==> src/logic/vpic_pkg.sv <==
package vpic_pkg;
    localparam int NUM_SRC   = 32;
    localparam int NUM_LVL   = 8;
    localparam int STK_DEPTH = 8;

    // register byte offsets
    localparam logic [7:0] SMR_BASE     = 8'h00; // 32 words, source mode
    localparam logic [7:0] OFF_IVR      = 8'h80; // vector_read_reg
    localparam logic [7:0] OFF_FVR      = 8'h84;
    localparam logic [7:0] OFF_ISR      = 8'h88;
    localparam logic [7:0] OFF_IPR      = 8'h8c;
    localparam logic [7:0] OFF_IMR      = 8'h90;
    localparam logic [7:0] OFF_CISR     = 8'h94;
    localparam logic [7:0] OFF_IECR     = 8'h98;
    localparam logic [7:0] OFF_IDCR     = 8'h9c;
    localparam logic [7:0] OFF_ICCR     = 8'ha0;
    localparam logic [7:0] OFF_ISCR     = 8'ha4;
    localparam logic [7:0] OFF_EOICR    = 8'ha8; // end_of_service_cmd
    localparam logic [7:0] OFF_FFER     = 8'hac; // fast_redirect set
    localparam logic [7:0] OFF_FFDR     = 8'hb0; // fast_redirect clear
    localparam logic [7:0] OFF_FFSR     = 8'hb4;
    localparam logic [7:0] OFF_WAKE     = 8'hb8; // wake_only_mask
    localparam logic [7:0] OFF_EXTMAP   = 8'hbc; // 1 = external source

    // source mode word fields
    localparam int SMR_PRIO_LSB = 0;  // priority_level_field [2:0]
    localparam int SMR_TYPE_LSB = 5;  // [6:5]

    localparam logic [1:0] TYPE_LVL_LOW  = 2'h0; // internal: level
    localparam logic [1:0] TYPE_EDGE_NEG = 2'h1; // internal: edge
    localparam logic [1:0] TYPE_LVL_HIGH = 2'h2;
    localparam logic [1:0] TYPE_EDGE_POS = 2'h3;

    localparam logic [31:0] EXTMAP_RST  = 32'h0000_0001;
    localparam logic [7:0]  SMR_RST     = 8'h00;
    localparam logic [4:0]  SPURIOUS_ID = 5'h00;
endpackage

==> src/logic/vpic_src_stage.sv <==
`timescale 1ns/1ns
`default_nettype none
// one source: synchroniser, mode selection, edge memory, pending bit
module vpic_src_stage (
    // clock and reset
    input  wire logic       clk_sys_in,
    input  wire logic       rst_in,
    // raw line and configuration
    input  wire logic       line_in,
    input  wire logic       external_in,
    input  wire logic [1:0] mode_in,
    // software commands
    input  wire logic       sw_set_in,
    input  wire logic       sw_clr_in,
    input  wire logic       auto_clr_in,
    // status
    output logic            pending_out
);
    logic sync1_reg;
    logic sync2_reg;
    logic prev_reg;
    logic edge_reg;
    logic is_edge;
    logic active_hi;
    logic lvl;
    logic hit;

    always_ff @(posedge clk_sys_in or posedge rst_in) begin
        if (rst_in) begin
            sync1_reg <= 1'b0;
            sync2_reg <= 1'b0;
            prev_reg  <= 1'b0;
        end else begin
            sync1_reg <= line_in;
            sync2_reg <= sync1_reg;
            prev_reg  <= sync2_reg;
        end
    end

    // internal lines are active high whatever the polarity code says
    always_comb begin
        is_edge   = mode_in[0];
        active_hi = !external_in || mode_in[1];
        lvl       = active_hi ? sync2_reg : !sync2_reg;
        hit       = active_hi ? (sync2_reg && !prev_reg)
                              : (!sync2_reg && prev_reg);
    end

    // detection wins over a clear in the same cycle
    always_ff @(posedge clk_sys_in or posedge rst_in) begin
        if (rst_in) begin
            edge_reg <= 1'b0;
        end else if (!is_edge) begin
            edge_reg <= 1'b0;
        end else if (hit || sw_set_in) begin
            edge_reg <= 1'b1;
        end else if (sw_clr_in || auto_clr_in) begin
            edge_reg <= 1'b0;
        end
    end

    assign pending_out = is_edge ? edge_reg : lvl;
endmodule
`default_nettype wire

==> src/logic/vpic_prio_stack.sv <==
`timescale 1ns/1ns
`default_nettype none
// nesting stack of serviced source number and level
module vpic_prio_stack (
    // clock and reset
    input  wire logic       clk_sys_in,
    input  wire logic       rst_in,
    // commands
    input  wire logic       push_in,
    input  wire logic       pop_in,
    input  wire logic [4:0] push_id_in,
    input  wire logic [2:0] push_lvl_in,
    // top of stack
    output logic            busy_out,
    output logic [4:0]      cur_id_out,
    output logic [2:0]      cur_lvl_out
);
    logic [4:0] id_mem  [vpic_pkg::STK_DEPTH];
    logic [2:0] lvl_mem [vpic_pkg::STK_DEPTH];
    logic [3:0] cnt_reg;

    // a ninth push is dropped; eight levels cannot legally nest deeper
    always_ff @(posedge clk_sys_in or posedge rst_in) begin
        if (rst_in) begin
            cnt_reg <= 4'h0;
        end else if (push_in && cnt_reg != 4'(vpic_pkg::STK_DEPTH)) begin
            cnt_reg <= cnt_reg + 4'h1;
        end else if (pop_in && cnt_reg != 4'h0) begin
            cnt_reg <= cnt_reg - 4'h1;
        end
    end

    always_ff @(posedge clk_sys_in) begin
        if (push_in && cnt_reg != 4'(vpic_pkg::STK_DEPTH)) begin
            id_mem[cnt_reg[2:0]]  <= push_id_in;
            lvl_mem[cnt_reg[2:0]] <= push_lvl_in;
        end
    end

    assign busy_out    = cnt_reg != 4'h0;
    assign cur_id_out  = busy_out ? id_mem[3'(cnt_reg - 4'h1)] : 5'h00;
    assign cur_lvl_out = busy_out ? lvl_mem[3'(cnt_reg - 4'h1)] : 3'h0;
endmodule
`default_nettype wire

==> src/logic/vpic_top.sv <==
// Functional notes
// thirty-two maskable vectored sources, eight levels
// drives fast and normal active-low requests
// sources take peripheral and pin interrupts
// higher level preempts lower level in service
// internal sources: level or edge
// external: rising, falling, high, low
// fast_redirect routes source to fast request
// always clocked, no power gating dependence
// either request wakes idle processor
// wake_only_mask wakes without request line
// source 0 is the fast pin
// source 1 ORs system peripheral lines
// software polls system peripherals for cause
// sources 2-31 peripheral or external lines
// parallel io interrupts only on 2-31
// source number equals peripheral identifier
// software configures multiplexed interrupt pins
// set/clear affect edge sources only
// level 7 highest; ties to lowest number
// vector read pushes, end command pops stack
// normal request only above current level
// outputs registered, reset clears all state; the stack entries id_mem and lvl_mem are not reset
//
// Decided for this implementation: register access over AHB-Lite and the register offsets.
`timescale 1ns/1ns
`default_nettype none
module vpic_top (
    // clock and reset
    input  wire logic        clk_sys_in,
    input  wire logic        rst_in,
    // ahb-lite slave
    input  wire logic        hsel_in,
    input  wire logic [31:0] haddr_in,
    input  wire logic [1:0]  htrans_in,
    input  wire logic        hwrite_in,
    input  wire logic [2:0]  hsize_in,
    input  wire logic [31:0] hwdata_in,
    input  wire logic        hready_in,
    output logic [31:0]      hrdata_out,
    output logic             hreadyout_out,
    output logic             hresp_out,
    // interrupt sources
    input  wire logic        fast_interrupt_pin_in,
    input  wire logic [3:0]  system_lines_in,
    input  wire logic [31:2] peripheral_sources_in,
    // processor side
    output logic             fast_request_n_out,
    output logic             normal_request_n_out,
    output logic             wake_out
);
    // bus address phase capture
    logic        wr_pend_reg;
    logic        rd_pend_reg;
    logic [7:0]  addr_reg;
    logic        ap_valid;
    logic [31:0] hrdata_reg;

    // configuration
    logic [7:0]  smr_reg [vpic_pkg::NUM_SRC];
    logic [31:0] enable_reg;
    logic [31:0] redirect_reg;
    logic [31:0] extmap_reg;
    logic        wake_mask_reg;

    // source stage
    logic [31:0] raw_line;
    logic [31:0] pending;
    logic [31:0] sw_set;
    logic [31:0] sw_clr;
    logic [31:0] auto_clr;

    // priority
    logic        stk_busy;
    logic [4:0]  stk_id;
    logic [2:0]  stk_lvl;
    logic        best_valid;
    logic [4:0]  best_id;
    logic [2:0]  best_lvl;
    logic        do_push;
    logic        do_pop;
    logic [31:0] fast_cand;
    logic        normal_want;
    logic        fast_want;

    logic        fast_n_reg;
    logic        normal_n_reg;
    logic        wake_reg;

    function automatic logic [2:0] prio_of(input logic [7:0] smr);
        prio_of = smr[vpic_pkg::SMR_PRIO_LSB +: 3];
    endfunction

    function automatic logic [1:0] type_of(input logic [7:0] smr);
        type_of = smr[vpic_pkg::SMR_TYPE_LSB +: 2];
    endfunction

    function automatic logic is_reg(input logic [7:0] a, input logic [7:0] o);
        is_reg = (a == o);
    endfunction

    assign ap_valid = hsel_in && htrans_in[1] && hready_in;

    always_ff @(posedge clk_sys_in or posedge rst_in) begin
        if (rst_in) begin
            wr_pend_reg <= 1'b0;
            rd_pend_reg <= 1'b0;
            addr_reg    <= 8'h00;
        end else begin
            wr_pend_reg <= ap_valid && hwrite_in;
            rd_pend_reg <= ap_valid && !hwrite_in;
            if (ap_valid) begin
                addr_reg <= haddr_in[7:0];
            end
        end
    end

    // source wiring
    always_comb begin
        raw_line       = {peripheral_sources_in, 2'b00};
        raw_line[0]    = fast_interrupt_pin_in;
        raw_line[1]    = |system_lines_in;
    end

    // command strobes, one-cycle pulses in the data phase
    always_comb begin
        sw_set = 32'h0000_0000;
        sw_clr = 32'h0000_0000;
        if (wr_pend_reg && is_reg(addr_reg, vpic_pkg::OFF_ISCR)) begin
            sw_set = hwdata_in;
        end
        if (wr_pend_reg && is_reg(addr_reg, vpic_pkg::OFF_ICCR)) begin
            sw_clr = hwdata_in;
        end
    end

    // vector read clears only the current edge source; redirected ones excluded
    always_comb begin
        auto_clr = 32'h0000_0000;
        if (do_push && !redirect_reg[best_id]) begin
            auto_clr[best_id] = 1'b1;
        end
        if (rd_pend_reg && is_reg(addr_reg, vpic_pkg::OFF_FVR)) begin
            auto_clr[0] = 1'b1;
        end
    end

    genvar g;
    generate
        for (g = 0; g < vpic_pkg::NUM_SRC; g++) begin : g_src
            vpic_src_stage u_stage (
                .clk_sys_in  (clk_sys_in),
                .rst_in      (rst_in),
                .line_in     (raw_line[g]),
                .external_in (extmap_reg[g]),
                .mode_in     (type_of(smr_reg[g])),
                .sw_set_in   (sw_set[g]),
                .sw_clr_in   (sw_clr[g]),
                .auto_clr_in (auto_clr[g]),
                .pending_out (pending[g])
            );
        end
    endgenerate

    // configuration registers
    always_ff @(posedge clk_sys_in or posedge rst_in) begin
        if (rst_in) begin
            for (int i = 0; i < vpic_pkg::NUM_SRC; i++) begin
                smr_reg[i] <= vpic_pkg::SMR_RST;
            end
            enable_reg    <= 32'h0000_0000;
            redirect_reg  <= 32'h0000_0000;
            extmap_reg    <= vpic_pkg::EXTMAP_RST;
            wake_mask_reg <= 1'b0;
        end else if (wr_pend_reg) begin
            if (addr_reg < vpic_pkg::OFF_IVR) begin
                smr_reg[addr_reg[6:2]] <= hwdata_in[7:0];
            end
            unique case (addr_reg)
                vpic_pkg::OFF_IECR: enable_reg <= enable_reg | hwdata_in;
                vpic_pkg::OFF_IDCR: enable_reg <= enable_reg & ~hwdata_in;
                vpic_pkg::OFF_FFER: begin
                    redirect_reg <= redirect_reg | hwdata_in;
                end
                vpic_pkg::OFF_FFDR: begin
                    redirect_reg <= redirect_reg & ~hwdata_in;
                end
                vpic_pkg::OFF_WAKE: wake_mask_reg <= hwdata_in[0];
                // source 0 and 1 wiring is fixed: source 0 always external, source 1 internal; only 2-31 selectable
                vpic_pkg::OFF_EXTMAP: begin
                    extmap_reg <= {hwdata_in[31:2], 2'b01};
                end
                default: ;
            endcase
        end
    end

    // priority resolution over normal candidates 1-31
    always_comb begin
        best_valid = 1'b0;
        best_id    = vpic_pkg::SPURIOUS_ID;
        best_lvl   = 3'h0;
        for (int i = 1; i < vpic_pkg::NUM_SRC; i++) begin
            if (pending[i] && enable_reg[i] && !redirect_reg[i]) begin
                if (!best_valid || prio_of(smr_reg[i]) > best_lvl) begin
                    best_valid = 1'b1;
                    best_id    = 5'(i);
                    best_lvl   = prio_of(smr_reg[i]);
                end
            end
        end
    end

    // strictly above the level in service, or anything when idle
    assign normal_want = best_valid
                         && (!stk_busy || best_lvl > stk_lvl);
    assign fast_cand   = pending & enable_reg
                         & (redirect_reg | 32'h0000_0001);
    assign fast_want   = |fast_cand;

    // an ivr read with nothing above the level gives the spurious id
    assign do_push = rd_pend_reg && is_reg(addr_reg, vpic_pkg::OFF_IVR)
                     && normal_want;
    assign do_pop  = wr_pend_reg && is_reg(addr_reg, vpic_pkg::OFF_EOICR);

    vpic_prio_stack u_stack (
        .clk_sys_in  (clk_sys_in),
        .rst_in      (rst_in),
        .push_in     (do_push),
        .pop_in      (do_pop),
        .push_id_in  (best_id),
        .push_lvl_in (best_lvl),
        .busy_out    (stk_busy),
        .cur_id_out  (stk_id),
        .cur_lvl_out (stk_lvl)
    );

    // request outputs; clock never gated so this runs in idle too
    always_ff @(posedge clk_sys_in or posedge rst_in) begin
        if (rst_in) begin
            fast_n_reg   <= 1'b1;
            normal_n_reg <= 1'b1;
            wake_reg     <= 1'b0;
        end else begin
            fast_n_reg   <= !(fast_want && !wake_mask_reg);
            normal_n_reg <= !(normal_want && !wake_mask_reg);
            wake_reg   <= fast_want || normal_want;
        end
    end

    assign fast_request_n_out   = fast_n_reg;
    assign normal_request_n_out = normal_n_reg;
    assign wake_out             = wake_reg;

    // read data registered at the end of the address phase
    always_ff @(posedge clk_sys_in or posedge rst_in) begin
        if (rst_in) begin
            hrdata_reg <= 32'h0000_0000;
        end else if (ap_valid && !hwrite_in) begin
            hrdata_reg <= 32'h0000_0000;
            if (haddr_in[7:0] < vpic_pkg::OFF_IVR) begin
                hrdata_reg <= {24'h00_0000, smr_reg[haddr_in[6:2]]};
            end else begin
                unique case (haddr_in[7:0])
                    vpic_pkg::OFF_IVR: begin
                        hrdata_reg <= {27'h0, normal_want ? best_id
                                                     : vpic_pkg::SPURIOUS_ID};
                    end
                    vpic_pkg::OFF_FVR:  hrdata_reg <= 32'h0000_0000;
                    vpic_pkg::OFF_ISR:  hrdata_reg <= {27'h0, stk_id};
                    vpic_pkg::OFF_IPR:  hrdata_reg <= pending;
                    vpic_pkg::OFF_IMR:  hrdata_reg <= enable_reg;
                    vpic_pkg::OFF_CISR: begin
                        hrdata_reg <= {30'h0, !normal_n_reg, !fast_n_reg};
                    end
                    vpic_pkg::OFF_FFSR: hrdata_reg <= redirect_reg;
                    vpic_pkg::OFF_WAKE: hrdata_reg <= {31'h0, wake_mask_reg};
                    vpic_pkg::OFF_EXTMAP: hrdata_reg <= extmap_reg;
                    default: hrdata_reg <= 32'h0000_0000;
                endcase
            end
        end
    end

    assign hrdata_out    = hrdata_reg;
    assign hreadyout_out = 1'b1;
    assign hresp_out     = 1'b0;
endmodule
`default_nettype wire

==> config.mk <==
export PLATFORM = sky130hd
export DESIGN_NAME = vpic_top
export DESIGN_NICKNAME = d
export VERILOG_FILES = /design/src/logic/vpic_pkg.sv /design/src/logic/vpic_src_stage.sv /design/src/logic/vpic_prio_stack.sv /design/src/logic/vpic_top.sv
export SDC_FILE = /design/constraint.sdc
export NUM_CORES = 2
export LEC_CHECK = 0
export BUFFER_PORTS_ARGS = -buffer_cell sky130_fd_sc_hd__buf_2
export CORE_MARGIN = 2
export CORE_UTILIZATION = 56
export CTS_CLUSTER_SIZE = 28
export DETAILED_ROUTE_END_ITERATION = 6
export GPL_TIMING_DRIVEN = 0
export PLACE_DENSITY = 0.81
export SLEW_MARGIN = 20
export SYNTH_ARGS = -nofsm -noshare
export SYNTH_HDL_FRONTEND = slang
export SYNTH_SLANG_ARGS = --single-unit
==> constraint.sdc <==
create_clock -name clk_sys_in -period 44.2 [get_ports clk_sys_in]
set_clock_uncertainty 0.2 [all_clocks]
set_input_delay 4.42 -clock clk_sys_in [delete_from_list [all_inputs] [get_ports clk_sys_in]]
set_output_delay 4.42 -clock clk_sys_in [all_outputs]
set_load 0.03 [all_outputs]
# --- Word level (Yosys, flattened, before mapping) ---
# Memory sizes are Yosys's and may differ from the RTL's.
# Cells that the tools add are included.
totals:
  ramBits: 64
  regBits: 528
  input_bits: 109
  n_memories: 2
  output_inout_bits: 37
op_classes:
  order_cmp: 38
  n_reduce_logical: 442
  bitwise: 9
  add_sub_neg: 2
  eq_ne: 52
  mux: 398
mem_list:
  columns: ["name", "depth", "word_bits", "read_ports", "rd_ports_with_merged_regs", "write_ports", "line", "rtl"]
  rows:
  - ["u_stack.id_mem", 8, 5, 1, 0, 1, "vpic_prio_stack.sv:18", "logic [4:0] id_mem [vpic_pkg::STK_DEPTH];"]
  - ["u_stack.lvl_mem", 8, 3, 1, 0, 1, "vpic_prio_stack.sv:19", "logic [2:0] lvl_mem [vpic_pkg::STK_DEPTH];"]
op_table:
  columns: ["operator", "count"]
  rows:
  - ["$mux 5", 62]
  - ["$mux 1", 257]
  - ["$bwmux 256", 1]
  - ["$pmux 32 s8", 1]
  - ["$mux 3", 62]
  - ["$logic_not 1->1", 162]
  - ["$eq 8x8->1 const B", 19]
  - ["$logic_and 1x1->1", 143]
  - ["$and 32x32->32", 4]
  - ["$mux 32", 4]
  - ["$pmux 32 s2", 2]
  - ["$logic_or 1x1->1", 126]
  - ["$ne 3x1->1 const B", 32]
  - ["$gt 3x3->1", 31]
  - ["$or 32x32->32", 2]
  - ["$bmux 8 s5", 1]
  - ["$demux 8 s5", 1]
  - ["$not 32->32", 1]
  - ["$reduce_or 32->1", 1]
  - ["$mux 8", 3]
  - ["$lt 8x8->1 const B", 2]
  - ["$ge 6x6->1 const B", 2]
  - ["$not 5->6", 2]
  - ["$reduce_and 2->1", 5]
  - ["other kinds (12)", 15]

# --- Logic depth before layout (Yosys ltp) ---
logic_depth:
  depth_word: 135
  mapped_depth: 253

# --- Hierarchy ---
# A second synthesis with hierarchy kept.
unflattened:
  hier_cells: 3038
  area_unflattened_um2: 33041.7
modules_own_cells:
  columns: ["mod", "n_inst", "seq_area_each_um2", "cells_each", "area_each_um2"]
  rows:
  - ["vpic_top", 1, 9912.0, 2389, 24747.5]
  - ["vpic_src_stage", 32, 100.1, 15, 170.2]
  - ["vpic_prio_stack", 1, 2021.9, 169, 2849.0]

# --- Least setup slack after synthesis ---
# Ideal clock, no wire load.
synth_path:
  path_type: "reg2reg"
  from: "register smr_reg[245] in the netlist's numbering"
  to: "memory u_stack.id_mem[0][0] (enable)"
  path_buffers: 4
  stages_incl_launch_ff: 235
  path_slack_ns: -0.080
  period_less_slack_ns: 44.280
  t_arrival_ns: 43.686
  setup_ns: 0.395
  cell_sequence: "dfrtp_1 mux2_2 nand2_1 nor2_1 nand2_1 ha_1 nor2b_1 o21a_1 o21ai_0 o21a_1 a22oi_1 ha_1 nor2b_1 o21a_1 o21ai_0 a21oi_1 a221oi_1 or2_2 (+199 left out) nand2_1 a21oi_1 a21oi_1 ha_1 a21o_1 a21oi_1 a31oi_1 o21ai_1 clkbuf_1 nor2_1 a31oi_1 ha_1 a31oi_1 o32a_1 and3_1 clkbuf_1 nand2_1 nor4_1"
synth_between:
  elab_chain_cells: 131
  word_cells_on_any_way: 222
synth_rtl:
  columns: ["element", "line", "rtl"]
  rows:
  - ["start: declaration", "vpic_top.sv:60", "logic [7:0] smr_reg [vpic_pkg::NUM_SRC];"]
  - ["start signal: indexed assignment", "vpic_top.sv:169", "smr_reg[i] <= vpic_pkg::SMR_RST;"]
  - ["start signal: indexed assignment", "vpic_top.sv:177", "smr_reg[addr_reg[6:2]] <= hwdata_in[7:0];"]
  - ["$mux 1 *", "vpic_src_stage.sv:62", "assign pending_out = is_edge ? edge_reg : lvl;"]
  - ["$logic_and 1x1->1 * (2 in series)", "vpic_top.sv:204", "if (pending[i] && enable_reg[i] && !redirect_reg[i]) begin"]
  - ["$mux 3 or $mux 1 (tied branches)", "vpic_top.sv:204", null]
  - ["$gt 3x3->1 or $logic_not 1->1 (tied branches)", "vpic_top.sv:205", "if (!best_valid || prio_of(smr_reg[i]) > best_lvl) begin"]
  - ["$logic_or 1x1->1", "vpic_top.sv:205", null]
  - ["$mux 3 or $mux 1 (tied branches)", "vpic_top.sv:205", null]
  - ["$mux 3 or $mux 1 (tied branches)", "vpic_top.sv:204", null]
  - ["$gt 3x3->1 or $logic_not 1->1 (tied branches)", "vpic_top.sv:205", null]
  - ["(+115 left out)", null, null]
  - ["named net best_lvl[2]", "vpic_top.sv:79", "logic [2:0] best_lvl;"]
  - ["$gt 3x3->1 *", "vpic_top.sv:216", "&& (!stk_busy || best_lvl > stk_lvl);"]
  - ["$logic_or 1x1->1 *", "vpic_top.sv:216", null]
  - ["$logic_and 1x1->1 *", "vpic_top.sv:216", null]
  - ["$logic_and 1x1->1 *", "vpic_top.sv:223", "&& normal_want;"]
  - ["$logic_and 1x1->1 *", "vpic_prio_stack.sv:34", "if (push_in && cnt_reg != 4'(vpic_pkg::STK_DEPTH)) begin"]
  - ["$mux 1 *", "vpic_prio_stack.sv:34", null]
  - ["$mux 1 (not written as such) *", "vpic_prio_stack.sv:35", "id_mem[cnt_reg[2:0]] <= push_id_in;"]
  - ["end: declaration", "vpic_prio_stack.sv:18", null]
# Mark *: on every way through the listed nets, which the timed path passes. The rest lies on a longest branch.

# --- Worst setup path in the final report ---
layout_path:
  from: "register smr_reg[245] in the netlist's numbering"
  to: "register g_src[6].u_stage.edge_reg"
layout_between:
  elab_chain_cells: 132
  word_cells_on_any_way: 292
layout_rtl:
  columns: ["element", "line", "rtl"]
  rows:
  - ["$mux 1 *", "vpic_src_stage.sv:62", null]
  - ["$logic_and 1x1->1 * (2 in series)", "vpic_top.sv:204", null]
  - ["$mux 3 or $mux 1 (tied branches)", "vpic_top.sv:204", null]
  - ["$gt 3x3->1 or $logic_not 1->1 (tied branches)", "vpic_top.sv:205", null]
  - ["$logic_or 1x1->1", "vpic_top.sv:205", null]
  - ["$mux 3 or $mux 1 (tied branches)", "vpic_top.sv:205", null]
  - ["$mux 3 or $mux 1 (tied branches)", "vpic_top.sv:204", null]
  - ["$gt 3x3->1 or $logic_not 1->1 (tied branches)", "vpic_top.sv:205", null]
  - ["(+115 left out)", null, null]
  - ["named net best_lvl[2]", "vpic_top.sv:79", null]
  - ["$gt 3x3->1 *", "vpic_top.sv:216", null]
  - ["$logic_or 1x1->1 *", "vpic_top.sv:216", null]
  - ["$logic_and 1x1->1 *", "vpic_top.sv:216", null]
  - ["$logic_and 1x1->1 *", "vpic_top.sv:223", null]
  - ["$logic_and 1x1->1 *", "vpic_top.sv:140", "if (do_push && !redirect_reg[best_id]) begin"]
  - ["$mux 32 *", "vpic_top.sv:140", null]
  - ["$logic_or 1x1->1 *", "vpic_src_stage.sv:57", "end else if (sw_clr_in || auto_clr_in) begin"]
  - ["$ne 3x1->1 (no source line) *", null, null]
  - ["end signal: assignment", "vpic_src_stage.sv:54", "edge_reg <= 1'b0;"]
  - ["end signal: assignment", "vpic_src_stage.sv:56", "edge_reg <= 1'b1;"]
  - ["end signal: assignment", "vpic_src_stage.sv:58", "edge_reg <= 1'b0;"]
  - ["end: declaration", "vpic_src_stage.sv:22", "logic edge_reg;"]
# Mark *: on every way through the listed nets, which the timed path passes. The rest lies on a longest branch. The select of a mux whose other input is x is not followed.
# A chain may end at the register's enable or synchronous reset.

==> metrics.md <==
| Metric | Value |
|---|---|
| Status | finished, violations left |
| Failing checks | design-rule violations, negative setup slack |
| Placer congestion estimate | approximately 1.0 |
| Reg2reg setup slack | -0.09 ns |
| Max FO, Critical Path | 8 |
| Vias/cell | between 7 and 8 |
| WHS Path Cells | 0 |
| Wire length on met3 | 14,990 um |
| P&R area growth vs syn | 20.55% |
| Synth async-reset ratio | ~90% |
| H-tree depth | 3 |
| Critical Path Max Stage Delay | around 0.52 ns |
| First-pass GRT wire length | 173,700 um |
| WP buf/inv | 21 |
| Initial antenna violation count | 3 |
| Post-DRT Antenna Nets | 0 |
| Clock sinks | 592 |
| Peak supply drop | approximately 0.034 mV |
| Top cells by area, synth | dfrtp_1 40%, mux2_2 9.9%, mux4_2 6.6% |
| Ports | 146 |
| Worst Hold Class | reg -> reg |
| Fmax achieved | 22.58 MHz |
| Fillers | roughly 4,000 |
| GRT Resource Usage Total | between 30% and 40% |
| Minimum clock period | around 44 ns |
| Detailed route wirelength on metal2 | ~54,000 um |
| DR pass1 iterations | 7 |
| Crit-path slowest cell | o311ai_1 |
| Clock transition at the registers of the reported paths | 0.07 ns |
| WL met1 | 44,060 um |
| Largest net degree at the start of global routing | 100 |
| DP HPWL | 83,390 um |
| IO Port Bufs | between 100 and 150 |
| Drc violations | 10 |
| Mapped Area | ~33,000 um2 |
| Most used cell, CP | ha_4 |
| End of the critical path | g_src[6].u_stage.edge_reg |
| Core ar. | 57,590 um2 |
| Commonest cells post-synth | 526 x dfrtp_1, 287 x nand2_1, 286 x mux2_2 |
| Critical Path Source Type | flop |
| Clock latency at the later pin of the worst-skew pair | approximately 0.65 ns |
| Synth warn | 0 |
| Unique masters post-synth | 123 |
| Final Max Slew Viols | 0 |
| GRT Residual Overflow | 0 |
| Worst-case clock buffer depth | 3 |
| RR Endpoint | g_src[6].u_stage.edge_reg |
| Least-Margin Pin Slew | ~1.3 ns |
| Initial core utilization | a little under three fifths |
| Nets | around 3,400 |
| WP depth | 242 |
| Placed cells | around 3,800 |
| Post-route insts no fill | 4,042 |
| Cell Pwr Density | 38.29 nW/um2 |
| Syn Inst Count | around 2,900 |
| DRT Wirelength | approximately 120,000 um |
| Crit Reg-Reg Startpoint | smr_reg[245] |
| Number of core rows | slightly below 90 |
| Synth area leader | dfrtp_1 |
| Endpoints failing hold | 0 |
| Layout cell share with drive strength beyond 1 | between 30% and 40% |
| Top FF cell, synth | dfrtp_1 |
| Post-synth EDFFs | between 60 and 70 |
| Critical path class | reg -> reg |
| Die height | around 250 um |
| Synth top area share | between 40% and 50% |
| CTS tree | built |
| Most frequent cell after synthesis | dfrtp_1 |
| Fin crit share | 100.2% |
| Die area | ~60,000 um2 |
| Clock Root Buffer | clkbuf_16 |
| Worst EP required | roughly 45 ns |
| Vias in the first global route | 27,530 |
| Starting DRC count in detailed routing | 4,458 |
| Reg2Reg Depth | between 200 and 250 |
| Top routing layer in use | met5 |
| Setup ws final | -0.09047 ns |
| Mean post-synth cell area | 11.19 um2 |
| Post-DR wirelength/cell | 30.07 um |
| Crit path DAT | approximately 45 ns |
| Max_cap viols | 0 |
| Die outline width | ~250 um |
| WHS | approximately 0.15 ns |
| Via Count | roughly 29,000 |
| Worst relative slew slack | between 10% and 20% |
| Crit-path leading delay family | compound AO/OA/AOI/OAI gates |
| Sequential share of the synthesized area | 46.50% |
| P_leak | 16.38 nW |
| Num CTS Buffers | 67 |
| CP startpoint | smr_reg[245] |
| #FFs+latches synth | just under 600 |
| Endpoint class of the critical path | flop |
| Setup violators final | 3 |
| Syn nets | 3,090 |
## cell usage in the layout, fill, tap and decap left out, types with 16 or more instances in the layout
cell type,instances
clkbuf_16,68
a222oi_1,27
a21boi_0,16
mux2_2,279
inv_1,92
o21ai_1,31
o21a_1,25
buf_2,114
clkbuf_1,119
dfrtp_1,525
nand2b_1,38
nor3_1,17
ha_1,32
nor2b_1,63
o211ai_1,18
mux4_2,96
a21o_1,24
a31oi_1,92
nor2_1,129
o21ai_0,108
and2_1,18
nor3b_1,32
mux2i_1,17
nand2_1,279
edfxtp_1,64
nand3_1,33
xnor2_1,18
a22o_1,25
buf_4,123
nor2_2,24
a221o_1,31
a21oi_2,17
a21oi_1,127
ha_4,35
## cells by family after synthesis
logic type | Yosys count | share of synthesized area [%]
other | 2 | 0.02307
adders and majority gates | 73 | 2.798
buffers and inverters | 236 | 2.775
and+or+nand+nor | 796 | 12.49
DFF | 592 | 46.49
AOI/OAI and AO/OA | 777 | 17.42
muxes | 406 | 17.27
xor gates and xnor gates | 27 | 0.7264
## stage by stage
stage	instance area (um2)	total power, W	setup slack (ns)	TNS, ns	util, %
floorplan	32560	0.0007770	0.09864	0	-
global placement	34070	0.0008447	-7.719	-1011.04	59.16
detailed placement	34350	0.0008566	-9.039	-1235.57	59.64
CTS	37730	0.001447	0.04151	0	65.52
global route	39240	0.001543	-1.416	-151.64	68.15
finish	39250	0.001503	-0.09047	-0.1566	68.15
## how the worst min path moves through the flow
stage | from | endpoint | slack (ns)
after global placement | g_src[8].u_stage.sync1_reg | g_src[8].u_stage.sync2_reg | 0.13
after CTS | g_src[25].u_stage.sync1_reg | g_src[25].u_stage.sync2_reg | 0.15
after global routing | g_src[28].u_stage.sync1_reg | g_src[28].u_stage.sync2_reg | 0.15
final | g_src[8].u_stage.sync1_reg | g_src[8].u_stage.sync2_reg | 0.15
after floorplan | g_src[0].u_stage.sync1_reg | g_src[0].u_stage.sync2_reg | 0.13
after detailed placement | g_src[15].u_stage.sync1_reg | g_src[15].u_stage.sync2_reg | 0.14
## report_power, final
part / switching, W / leakage (nW) / total [W] / internal [W]
clock: 0.000248 / 1.09 / 0.000581 / 0.000333
combinational: 0.000180 / 8.08 / 0.000307 / 0.000127
sequential: 0.0000311 / 7.21 / 0.000615 / 0.000584
total: 0.000459 / 16.4 / 0.00150 / 0.00104
## routing by layer
| layer | track usage, % | vias up |
|---|---|---|
| met5 | 0 | - |
| met4 | 23.91 | 2 |
| met3 | 9.447 | 568 |
| met2 | 58.50 | 2218 |
| met1 | 51.96 | 14280 |
| li1 | - | 11670 |
## area by class of cell
cell class	instances	area, um2	area share [%]
plain buffers	137	563.0	1.435
multi-input cells	2081	18150	46.25
inverters	98	375.4	0.9565
diodes	1	2.502	0.006376
repair buffers	247	1779	4.534
clock inverters	32	407.9	1.039
clock buffers	89	1871	4.766
flip-flops and latches	592	15140	38.57
well taps	765	957.2	2.439
## timing repair
action / CTS / global route
gates cloned: 0 / 0
gates resized for setup: 136 / 186
endpoints found under the setup margin: 170 / 170
pin swaps: 32 / 109
setup buffers: 57 / 72
hold buffers: 0 / 0
Power figures use the tool's default switching activity.
